**config.mk**
```make
export PLATFORM = sky130hd
export DESIGN_NAME = pmca_top
export DESIGN_NICKNAME = d
export VERILOG_FILES = /design/src/pmca_pkg.sv /design/src/pmca_top.sv
export SDC_FILE = /design/constraint.sdc
export NUM_CORES = 2
export LEC_CHECK = 0
export BUFFER_PORTS_ARGS = -buffer_cell sky130_fd_sc_hd__buf_2
export CAP_MARGIN = 20
export CORE_ASPECT_RATIO = 1.75
export CORE_MARGIN = 1.5
export CORE_UTILIZATION = 50
export DETAILED_ROUTE_END_ITERATION = 12
export PLACE_DENSITY = 0.66
export SLEW_MARGIN = 20
export SYNTH_ARGS = -nofsm -noshare
export SYNTH_HDL_FRONTEND = slang
export SYNTH_SLANG_ARGS = --single-unit
```
**constraint.sdc**
```tcl
create_clock -name clk_i -period 5.8 [get_ports clk_i]
set_input_delay 1.16 -clock clk_i [delete_from_list [all_inputs] [get_ports clk_i]]
set_output_delay 1.16 -clock clk_i [all_outputs]
set_load 0.01 [all_outputs]
```
**src/pmca_pkg.sv**
```systemverilog
// Constants, types and register map of the macrocell array
package pmca_pkg;

    // ------------------------------------------------------------
    // Array geometry
    // ------------------------------------------------------------
    localparam int unsigned N_MC = 8;    // Macrocells
    localparam int unsigned N_PT = 8;    // Product terms per macrocell
    localparam int unsigned N_IN = 8;    // Dedicated inputs
    localparam int unsigned N_COL = 16;  // Array columns: inputs then feedback
    localparam int unsigned N_LIT = 32;  // True and complement of each column
    localparam int unsigned N_TERM = 64; // Product terms in the array
    localparam int unsigned OUTER_LO = 0; // Cell whose column takes the OE pin
    localparam int unsigned OUTER_HI = 7; // Cell whose column takes the clock pin
    localparam int unsigned INNER_LO = 3; // Inner cells, fixed outputs in simple mode
    localparam int unsigned INNER_HI = 4;

    // ------------------------------------------------------------
    // Register map (byte addresses)
    // ------------------------------------------------------------
    localparam logic [8:0] ADR_CTRL = 9'h000;
    localparam logic [8:0] ADR_MCCFG = 9'h004;
    localparam logic [8:0] ADR_PRELOAD = 9'h008;
    localparam logic [8:0] ADR_STATUS = 9'h00c;
    localparam logic [8:0] ADR_SIG0 = 9'h010;
    localparam logic [8:0] ADR_SIG1 = 9'h014;
    localparam int unsigned ARRAY_BIT = 8; // Address bit that selects the array

    // Field positions
    localparam int unsigned CTRL_SECURE_BIT = 2;
    localparam int unsigned PRE_SEL_LSB = 8;
    localparam int unsigned ST_OUT_LSB = 8;
    localparam int unsigned ST_OE_LSB = 16;
    localparam int unsigned ST_POR_BIT = 24;
    localparam int unsigned ST_SEC_BIT = 25;

    // ------------------------------------------------------------
    // Modes and control
    // ------------------------------------------------------------
    typedef enum logic [1:0] {
        PMCA_ARCH_REG,
        PMCA_ARCH_CPLX,
        PMCA_ARCH_SIMPLE
    } pmca_arch_t;

    typedef enum logic [1:0] {
        PMCA_MC_REGOUT,
        PMCA_MC_COMBIO,
        PMCA_MC_COMBOUT,
        PMCA_MC_INPUT
    } pmca_mc_mode_t;

    typedef struct packed {
        logic secure;      // Security fuse, set only
        pmca_arch_t arch;  // Global architecture mode
    } pmca_ctrl_t;

    localparam pmca_ctrl_t CTRL_RESET = '{secure: 1'b0, arch: PMCA_ARCH_REG};
    localparam logic [15:0] MCCFG_RESET = 16'hffff; // All cells inputs

    // ------------------------------------------------------------
    // Timing
    // ------------------------------------------------------------
    localparam int unsigned CLK_PERIOD_NS = 8;
    localparam int unsigned POWERUP_RESET_TIME_NS = 1000;
    // Longest time, so rounded down
    localparam int unsigned POR_CYCLES = POWERUP_RESET_TIME_NS / CLK_PERIOD_NS;

endpackage

```
**src/pmca_top.sv**
```systemverilog
// Macrocell array with product-term AND array and Wishbone configuration
// Behaviour
// Power-up clears every macrocell register in time
// Registered outputs read high after power-up
// Registered pin drives inverse of register
// Outside meets setup before first clock
// Outside keeps clock still during power-up
// Preload forces each register high or low
// Secured device refuses verify and preload
// Sixty-four bit signature always readable
// Outside programs security fuse last
// Undriven inputs and pins read high
// Each cell: registered, comb I/O, output, input
// One of three global architecture modes
// Registered mode keeps clock, OE pins dedicated
// Complex mode feeds clock, OE through outer columns
// Simple mode adjacent feedback, inner cells fixed
// Register takes eight-term sum, OE from pin
// Combinatorial cell: one OE term, seven terms
// Input cell keeps driver disabled
`timescale 1ns/10ps
`default_nettype none

module pmca_top (
    input wire logic clk_i,
    input wire logic rst_i,
    input wire logic wb_cyc_i,
    input wire logic wb_stb_i,
    input wire logic wb_we_i,
    input wire logic [8:0] wb_adr_i,
    input wire logic [3:0] wb_sel_i,
    input wire logic [31:0] wb_dat_i,
    output logic [31:0] wb_dat_o,
    output logic wb_ack_o,
    input wire logic [7:0] in_i,
    input wire logic [7:0] in_drv_i,
    input wire logic pclk_i,
    input wire logic oe_n_i,
    input wire logic [7:0] io_in_i,
    input wire logic [7:0] io_drv_i,
    output logic [7:0] io_out_o,
    output logic [7:0] io_oe_n_o
);

    // ------------------------------------------------------------
    // Functions
    // ------------------------------------------------------------
    // Pin level as the array sees it: weak pull-up when undriven
    function automatic logic [7:0] pull_up(input logic [7:0] v, input logic [7:0] d);
        pull_up = v | ~d;
    endfunction

    // One product term: every selected literal must be true
    function automatic logic pterm(input logic [31:0] m, input logic [15:0] c);
        logic [31:0] lit;
        lit = '0;
        for (int k = 0; k < 16; k++) begin
            lit[2*k] = c[k];
            lit[2*k+1] = ~c[k];
        end
        pterm = &(~m | lit);
    endfunction

    // Byte-lane merge of a write
    function automatic logic [31:0] merge(input logic [31:0] o, input logic [31:0] n,
                                          input logic [3:0] s);
        merge = o;
        for (int b = 0; b < 4; b++) begin
            if (s[b]) begin
                merge[8*b +: 8] = n[8*b +: 8];
            end
        end
    endfunction

    // ------------------------------------------------------------
    // State
    // ------------------------------------------------------------
    logic [31:0] term_q [pmca_pkg::N_TERM]; // AND array fuse map
    pmca_pkg::pmca_ctrl_t ctrl_q;  // Mode and security fuse
    logic [15:0] mccfg_q;          // Two mode bits per cell
    logic [63:0] sig_q;            // User signature
    logic [7:0] mc_q;              // Macrocell registers
    logic [7:0] mc_d;
    logic [7:0] out_q;             // Pin output values
    logic [7:0] out_d;
    logic [7:0] oe_n_q;            // Pin enables, low drives
    logic [7:0] oe_n_d;
    logic [7:0] por_cnt_q;         // Power-up reset countdown
    logic pclk_q;                  // Last clock pin level
    logic ack_q;
    logic [31:0] dat_q;

    // ------------------------------------------------------------
    // Bus decode
    // ------------------------------------------------------------
    wire req = wb_cyc_i & wb_stb_i & ~ack_q;
    wire wr = req & wb_we_i;
    wire rd = req & ~wb_we_i;
    wire arr_hit = wb_adr_i[pmca_pkg::ARRAY_BIT];
    wire [5:0] widx = wb_adr_i[7:2];
    wire hit_ctrl = ~arr_hit && wb_adr_i == pmca_pkg::ADR_CTRL;
    wire hit_cfg = ~arr_hit && wb_adr_i == pmca_pkg::ADR_MCCFG;
    wire hit_pre = ~arr_hit && wb_adr_i == pmca_pkg::ADR_PRELOAD;
    wire hit_st = ~arr_hit && wb_adr_i == pmca_pkg::ADR_STATUS;
    wire hit_s0 = ~arr_hit && wb_adr_i == pmca_pkg::ADR_SIG0;
    wire hit_s1 = ~arr_hit && wb_adr_i == pmca_pkg::ADR_SIG1;
    wire por_busy = por_cnt_q != 8'h00;
    wire secure = ctrl_q.secure;
    wire pclk_rise = pclk_i & ~pclk_q;
    wire [31:0] ctrl_new = merge({29'h0, ctrl_q}, wb_dat_i, wb_sel_i);
    // Preload refused while secured or during power-up
    wire pre_ok = wr & hit_pre & ~secure & ~por_busy;
    wire [7:0] pre_val = wb_dat_i[7:0];
    wire [7:0] pre_sel = wb_dat_i[pmca_pkg::PRE_SEL_LSB +: 8];

    // Status word
    wire [31:0] status_w = {6'h00, secure, por_busy, oe_n_q, out_q, mc_q};
    // Read mux; a secured array reads back as zero
    wire [31:0] rdata =
        arr_hit ? (secure ? 32'h0000_0000 : term_q[widx]) :
        hit_ctrl ? {29'h0, ctrl_q} :
        hit_cfg ? {16'h0000, mccfg_q} :
        hit_st ? status_w :
        hit_s0 ? sig_q[31:0] :
        hit_s1 ? sig_q[63:32] :
        32'h0000_0000;

    // ------------------------------------------------------------
    // Array inputs and cell modes
    // ------------------------------------------------------------
    wire [7:0] in_lvl = pull_up(in_i, in_drv_i);
    wire [7:0] io_lvl = pull_up(io_in_i, io_drv_i);
    pmca_pkg::pmca_mc_mode_t eff [pmca_pkg::N_MC]; // Mode after arch limits
    logic [7:0] fb;        // Feedback columns
    logic [7:0] is_reg;    // Cells that are registered
    logic [pmca_pkg::N_TERM-1:0] pt;
    logic [7:0] sum8;
    logic [7:0] sum7;
    logic [7:0] oe_pt;

    // Effective mode and feedback per cell
    always_comb begin
        fb = io_lvl;
        is_reg = '0;
        for (int i = 0; i < pmca_pkg::N_MC; i++) begin
            eff[i] = pmca_pkg::pmca_mc_mode_t'(mccfg_q[2*i +: 2]);
            unique case (ctrl_q.arch)
                pmca_pkg::PMCA_ARCH_REG: begin
                    // Clock and OE pins never reach the array here
                    if (eff[i] == pmca_pkg::PMCA_MC_REGOUT) begin
                        fb[i] = mc_q[i];
                    end
                end
                pmca_pkg::PMCA_ARCH_CPLX: begin
                    // No registers; outer cells are outputs only
                    if (eff[i] == pmca_pkg::PMCA_MC_REGOUT ||
                        (eff[i] == pmca_pkg::PMCA_MC_INPUT &&
                         (i == pmca_pkg::OUTER_LO || i == pmca_pkg::OUTER_HI))) begin
                        eff[i] = pmca_pkg::PMCA_MC_COMBIO;
                    end
                    if (i == pmca_pkg::OUTER_LO) begin
                        fb[i] = oe_n_i;
                    end else if (i == pmca_pkg::OUTER_HI) begin
                        fb[i] = pclk_i;
                    end
                end
                default: begin
                    // Simple: no OE terms, inner cells fixed outputs
                    if (i == pmca_pkg::INNER_LO || i == pmca_pkg::INNER_HI) begin
                        eff[i] = pmca_pkg::PMCA_MC_COMBOUT;
                        fb[i] = 1'b1;
                    end else begin
                        if (eff[i] != pmca_pkg::PMCA_MC_INPUT) begin
                            eff[i] = pmca_pkg::PMCA_MC_COMBOUT;
                        end
                        fb[i] = (i < pmca_pkg::INNER_HI) ? io_lvl[i+1] : io_lvl[i-1];
                    end
                end
            endcase
            is_reg[i] = eff[i] == pmca_pkg::PMCA_MC_REGOUT;
        end
    end

    // Product terms and sums
    always_comb begin
        for (int t = 0; t < pmca_pkg::N_TERM; t++) begin
            pt[t] = pterm(term_q[t], {fb, in_lvl});
        end
        for (int i = 0; i < pmca_pkg::N_MC; i++) begin
            sum8[i] = |pt[8*i +: 8];
            sum7[i] = |pt[8*i+1 +: 7];
            oe_pt[i] = pt[8*i];
        end
    end

    // ------------------------------------------------------------
    // Next register and pin values
    // ------------------------------------------------------------
    always_comb begin
        mc_d = mc_q;
        out_d = out_q;
        oe_n_d = oe_n_q;
        for (int i = 0; i < pmca_pkg::N_MC; i++) begin
            // Register follows the common clock, never during power-up
            if (pclk_rise && !por_busy && is_reg[i]) begin
                mc_d[i] = sum8[i];
            end
            unique case (eff[i])
                pmca_pkg::PMCA_MC_REGOUT: begin
                    out_d[i] = ~mc_q[i];
                    oe_n_d[i] = oe_n_i;
                end
                pmca_pkg::PMCA_MC_COMBIO: begin
                    out_d[i] = sum7[i];
                    oe_n_d[i] = ~oe_pt[i];
                end
                pmca_pkg::PMCA_MC_COMBOUT: begin
                    // Registered and complex modes still spend one term on enable
                    out_d[i] = (ctrl_q.arch == pmca_pkg::PMCA_ARCH_SIMPLE) ? sum8[i] : sum7[i];
                    oe_n_d[i] = (ctrl_q.arch == pmca_pkg::PMCA_ARCH_SIMPLE) ? 1'b0 : ~oe_pt[i];
                end
                pmca_pkg::PMCA_MC_INPUT: begin
                    out_d[i] = 1'b1;
                    oe_n_d[i] = 1'b1;
                end
            endcase
        end
        // Preload wins over a clock edge in the same cycle
        if (pre_ok) begin
            mc_d = (mc_d & ~pre_sel) | (pre_val & pre_sel);
        end
    end

    // ------------------------------------------------------------
    // Macrocells and power-up reset
    // ------------------------------------------------------------
    // Reset stands for the supply crossing powerup_reset_threshold
    always_ff @(posedge clk_i) begin
        if (rst_i) begin
            mc_q <= 8'h00;
            out_q <= 8'hff;
            oe_n_q <= 8'hff;
            por_cnt_q <= 8'(pmca_pkg::POR_CYCLES);
            pclk_q <= 1'b0;
        end else begin
            mc_q <= mc_d;
            out_q <= out_d;
            oe_n_q <= oe_n_d;
            pclk_q <= pclk_i;
            if (por_busy) begin
                por_cnt_q <= por_cnt_q - 8'h01;
            end
        end
    end

    // ------------------------------------------------------------
    // Configuration registers
    // ------------------------------------------------------------
    // Fuse map has no reset: it models nonvolatile storage
    always_ff @(posedge clk_i) begin
        if (wr && arr_hit) begin
            term_q[widx] <= merge(term_q[widx], wb_dat_i, wb_sel_i);
        end
    end

    // Mode, cell configuration, fuse and signature
    always_ff @(posedge clk_i) begin
        if (rst_i) begin
            ctrl_q <= pmca_pkg::CTRL_RESET;
            mccfg_q <= pmca_pkg::MCCFG_RESET;
            sig_q <= 64'h0;
        end else if (wr) begin
            if (hit_ctrl && ctrl_new[1:0] != 2'h3) begin
                ctrl_q.arch <= pmca_pkg::pmca_arch_t'(ctrl_new[1:0]);
            end
            if (hit_ctrl && ctrl_new[pmca_pkg::CTRL_SECURE_BIT]) begin
                ctrl_q.secure <= 1'b1; // Takes effect on the next access
            end
            if (hit_cfg) begin
                mccfg_q <= 16'(merge({16'h0000, mccfg_q}, wb_dat_i, wb_sel_i));
            end
            if (hit_s0) begin
                sig_q[31:0] <= merge(sig_q[31:0], wb_dat_i, wb_sel_i);
            end
            if (hit_s1) begin
                sig_q[63:32] <= merge(sig_q[63:32], wb_dat_i, wb_sel_i);
            end
        end
    end

    // ------------------------------------------------------------
    // Wishbone answer
    // ------------------------------------------------------------
    // One wait state; unmapped reads give zero, writes drop
    always_ff @(posedge clk_i) begin
        if (rst_i) begin
            ack_q <= 1'b0;
            dat_q <= 32'h0000_0000;
        end else begin
            ack_q <= req;
            if (rd) begin
                dat_q <= rdata;
            end
        end
    end

    assign wb_ack_o = ack_q;
    assign wb_dat_o = dat_q;
    assign io_out_o = out_q;
    assign io_oe_n_o = oe_n_q;
endmodule

`default_nettype wire

```
==> results.toml <==
[clocking]
clockBufferDepth = 4
hold_buffers = 0
cts_buffers = 200
cts_root_buffer = "clkbuf_16"
cts_setup_buffers = 0
cts_tree = "done"
cts_resized = 0
cts.sinks = 2197
clk_latency_ns = 0.88
htree_levels = 4
clk_pin_slew_ns = 0.07

[synthesis]
netlist.area_leader.share_pct = 62.38
synth_cells = 6251
ys_ff_latch = 2197
yosys_warnings = 0
synth-xor-area-share_pct = 0.03553
synthMuxAreaShare_pct = 20.74
synth-edff-count = 2048
synth_nets = 6336
synth_top_family_by_area = "multiplexers"
synth_top_cell_by_area = "edfxtp_1"
synth-compound-area-share_pct = 2.131
ys_async_sr_fraction_pct = 0
ys.flop_type = "edfxtp_1"
ys_types = 76
synth_top_cells_by_area = "edfxtp_1, mux4_2, mux2i_1"
synth-simple-area-share_pct = 9.622
synthAdderAreaFrac_pct = 0.01269
synth_area_per_cell_sq_um = 15.77
netlist_area_sq_um = 98590
yosysSeqAreaShare_pct = 65.40

[setup_path]
ff2ff_path_depth = 10
crit_path_top_delay_cell = "a21oi_4"
cpPeakStageDelay_ns = 0.85
critical-path-top-delay-family = "simple AND/OR/NAND/NOR gates"
path_max_fanout = 25
cp-start-kind = "flop"
cp_data_arrival_time_ns = 5.53
crit_buf_inv = 1
setup.worst_path.class = "reg2reg"
path_cells = "buf_4 -> nand2b_1 -> o22ai_1 -> a21oi_4 -> mux2i_1 -> nand4_1 -> nor3_1 -> nor4_1 -> and3b_1 -> o211ai_1"
required_ns = 6.48
cp_num_cells = 10
critPathCaptureType = "flop"

[routing]
drtIter0Drc = 8572
drt-total-wl_microns = 376800
drc_errors = 0
dr_total_vias = 64290
drtPass1Iterations = 8
via_per_inst = 6.893
ant_nets = 0
avgRoutedWirePerCell_microns = 40.40

[timing]
fmax_mhz = 206.2
finClkSkew_ns = 0.04438
tightest_slew_ns = 1.140
hold_viol_final = 0
rsz0062_at_grt = "false"
final_max_slew_viol_count = 0
min_period_ns = 4.849
timing.setup.tns_ns = 0
post-route-period-util_pct = 83.61
slew-limit-headroom_pct = 23.99
setup_viol = 0

[pwr]
power_frac_seq_pct = 51.7
power_frac_clock_pct = 39.7
leakagePower_nw = 37.92
ir_drop_mv = 0.2396
p_per_area_nw_per_um2 = 306.7
p_switching_mw = 8.133
pwr-share-comb_pct = 8.6
power.internal_mw = 26.06
p_sw_share_pct = 23.78

[global_routing]
grt_usage_pct = 37.24
grt_pass1_wl_microns = 510400
antenna_found_initial = 26
grt_overflow = 0
grt_pass1_vias = 64100
grt_max_degree = 88

[outcome]
status = "complete, no violations"

[flow_run]
cap_viol_max_count = 0

[floorplanning]
fp.dieW_microns = 338.7
die_y_microns = 590.4
dieArea_sq_um = 200000
core_area_sq_um = 195800
initial_core_util_pct = 50.35
boundaryPins = 133
std_cell_rows = 215

[layout]
drive_gt1_share_pct = 23.86
final_cell_mix = "edfxtp_1, nand2_1, mux4_2, mux2i_1, nand4_1"
final_nets = 6642
synthToLayoutAreaGrowth_pct = 13.09
layout.cells.non_filler = 9327
final_common_cell = "edfxtp_1"

[placed_design]
io_buffers = 132
dpl.cell_count = 8958
dp_hpwl_microns = 271300
gp_congestion = 1.026

[worst_hold_path]
hold_class = "reg2reg"
holdPathStages = 2
## cell families after synthesis
group | count (synthesis)
flip-flops | 2197
XOR/XNOR | 4
AND/OR/NAND/NOR | 2089
AO/OA/AOI/OAI | 287
multiplexers | 1261
buffers and inverters | 412
adder cells (fa/ha/maj) | 1
## metal layers
metal | vias to the layer above | track usage (%) | wire [microns] | share of wire, %
met3 | 1359 | 6.237 | 30340 | 8.1
met4 | 20 | 37.28 | 46190 | 12
met2 | 4475 | 63.11 | 186400 | 49
met5 | - | 0 | 140 | 0.037
li1 | 25450 | - | - | -
met1 | 32990 | 38.55 | 113700 | 30
## power groups by stage
stage,clock network [mW],registers (mW),logic (mW)
finish,13.6,17.7,2.94
global route,14.1,17.7,3.00
CTS,13.6,17.7,2.87
detailed placement,0,18.0,2.87
global placement,0,18.0,2.83
floorplan,0,18.0,1.54
## final timing paths
path | startpoint | slack, ns | end
worst max-delay path | ctrl_q[1]$_SDFFE_PP0P_ | 0.95 | io_out_o[3]$_SDFF_PP1_
worst min-delay path | por_cnt_q[6]$_SDFFE_PP1N_ | 0.49 | por_cnt_q[6]$_SDFFE_PP1N_
worst max register to register | ctrl_q[1]$_SDFFE_PP0P_ | 0.95 | io_out_o[3]$_SDFF_PP1_
worst min register to register | por_cnt_q[6]$_SDFFE_PP1N_ | 0.49 | por_cnt_q[6]$_SDFFE_PP1N_
## final cells by class
class                      instances  area [sq um]
tap                             2604          3258
clock inverter                   129          1285
fill                           15270         84340
antenna                            9         22.52
multi-input combinational       3642         32990
sequential                      2197         64480
timing repair buffer             505          4169
clock buffer                     230          5255
inverter                          11         41.29
## synthesized netlist by cell type (3+ instances only)
| master | instances |
|---|---|
| nor2_2 | 6 |
| a221o_1 | 6 |
| a222oi_1 | 13 |
| a211o_1 | 22 |
| nor2b_1 | 28 |
| a22oi_1 | 16 |
| buf_2 | 120 |
| nor3_1 | 65 |
| nor4_1 | 72 |
| and2_1 | 3 |
| o31ai_1 | 3 |
| buf_1 | 50 |
| o21ai_1 | 11 |
| buf_6 | 17 |
| and3_1 | 12 |
| a311oi_1 | 26 |
| o221ai_1 | 7 |
| a221oi_1 | 26 |
| mux2i_1 | 607 |
| inv_1 | 9 |
| mux2_2 | 32 |
| or3_1 | 29 |
| a211oi_1 | 5 |
| nand4_1 | 324 |
| dfxtp_1 | 149 |
| nand2b_1 | 47 |
| edfxtp_1 | 2048 |
| nand2_1 | 1160 |
| xnor2_1 | 3 |
| a31oi_1 | 3 |
| mux4_2 | 622 |
| nand3_1 | 82 |
| o21ai_0 | 11 |
| a21oi_1 | 69 |
| nand3b_1 | 5 |
| or2_2 | 6 |
| clkbuf_1 | 165 |
| nor2_1 | 229 |
| buf_4 | 47 |
| o211ai_1 | 49 |
## registers in the layout (all words and copies together), names as in the netlist
signal     cells
ctrl_q         2
io_oe_n_o      8
io_out_o       8
wb_dat_o      32
sig_q         64
secure         1
wb_ack_o       1
term_q      2048
mccfg_q       16
pclk_q         1
por_cnt_q      8
mc_q           8
## worst reg2reg max path: cells and delay by family, from the launching register on
| kind | cells | cell delay, ns |
|---|---|---|
| simple gates | 5 | 2.09 |
| mux | 1 | 0.41 |
| buf+inv | 1 | 0.37 |
| compound gates | 3 | 1.34 |
| flops | 1 | 0.47 |
## through the flow
step	setup WS [ns]	util (%)	area [sq um]	power [mW]	hold slack (ns)
final	0.9507	56.93	111500	34.20	0.4887
after floorplan	0.7034	-	98590	19.56	0.4390
after detailed placement	0.4103	53.56	104900	20.88	0.4741
after CTS	1.290	56.90	111400	34.17	0.4884
after global routing	0.9266	56.92	111500	34.80	0.5145
after global placement	0.4396	53.55	104900	20.84	0.4522
Power figures use the tool's default switching activity.
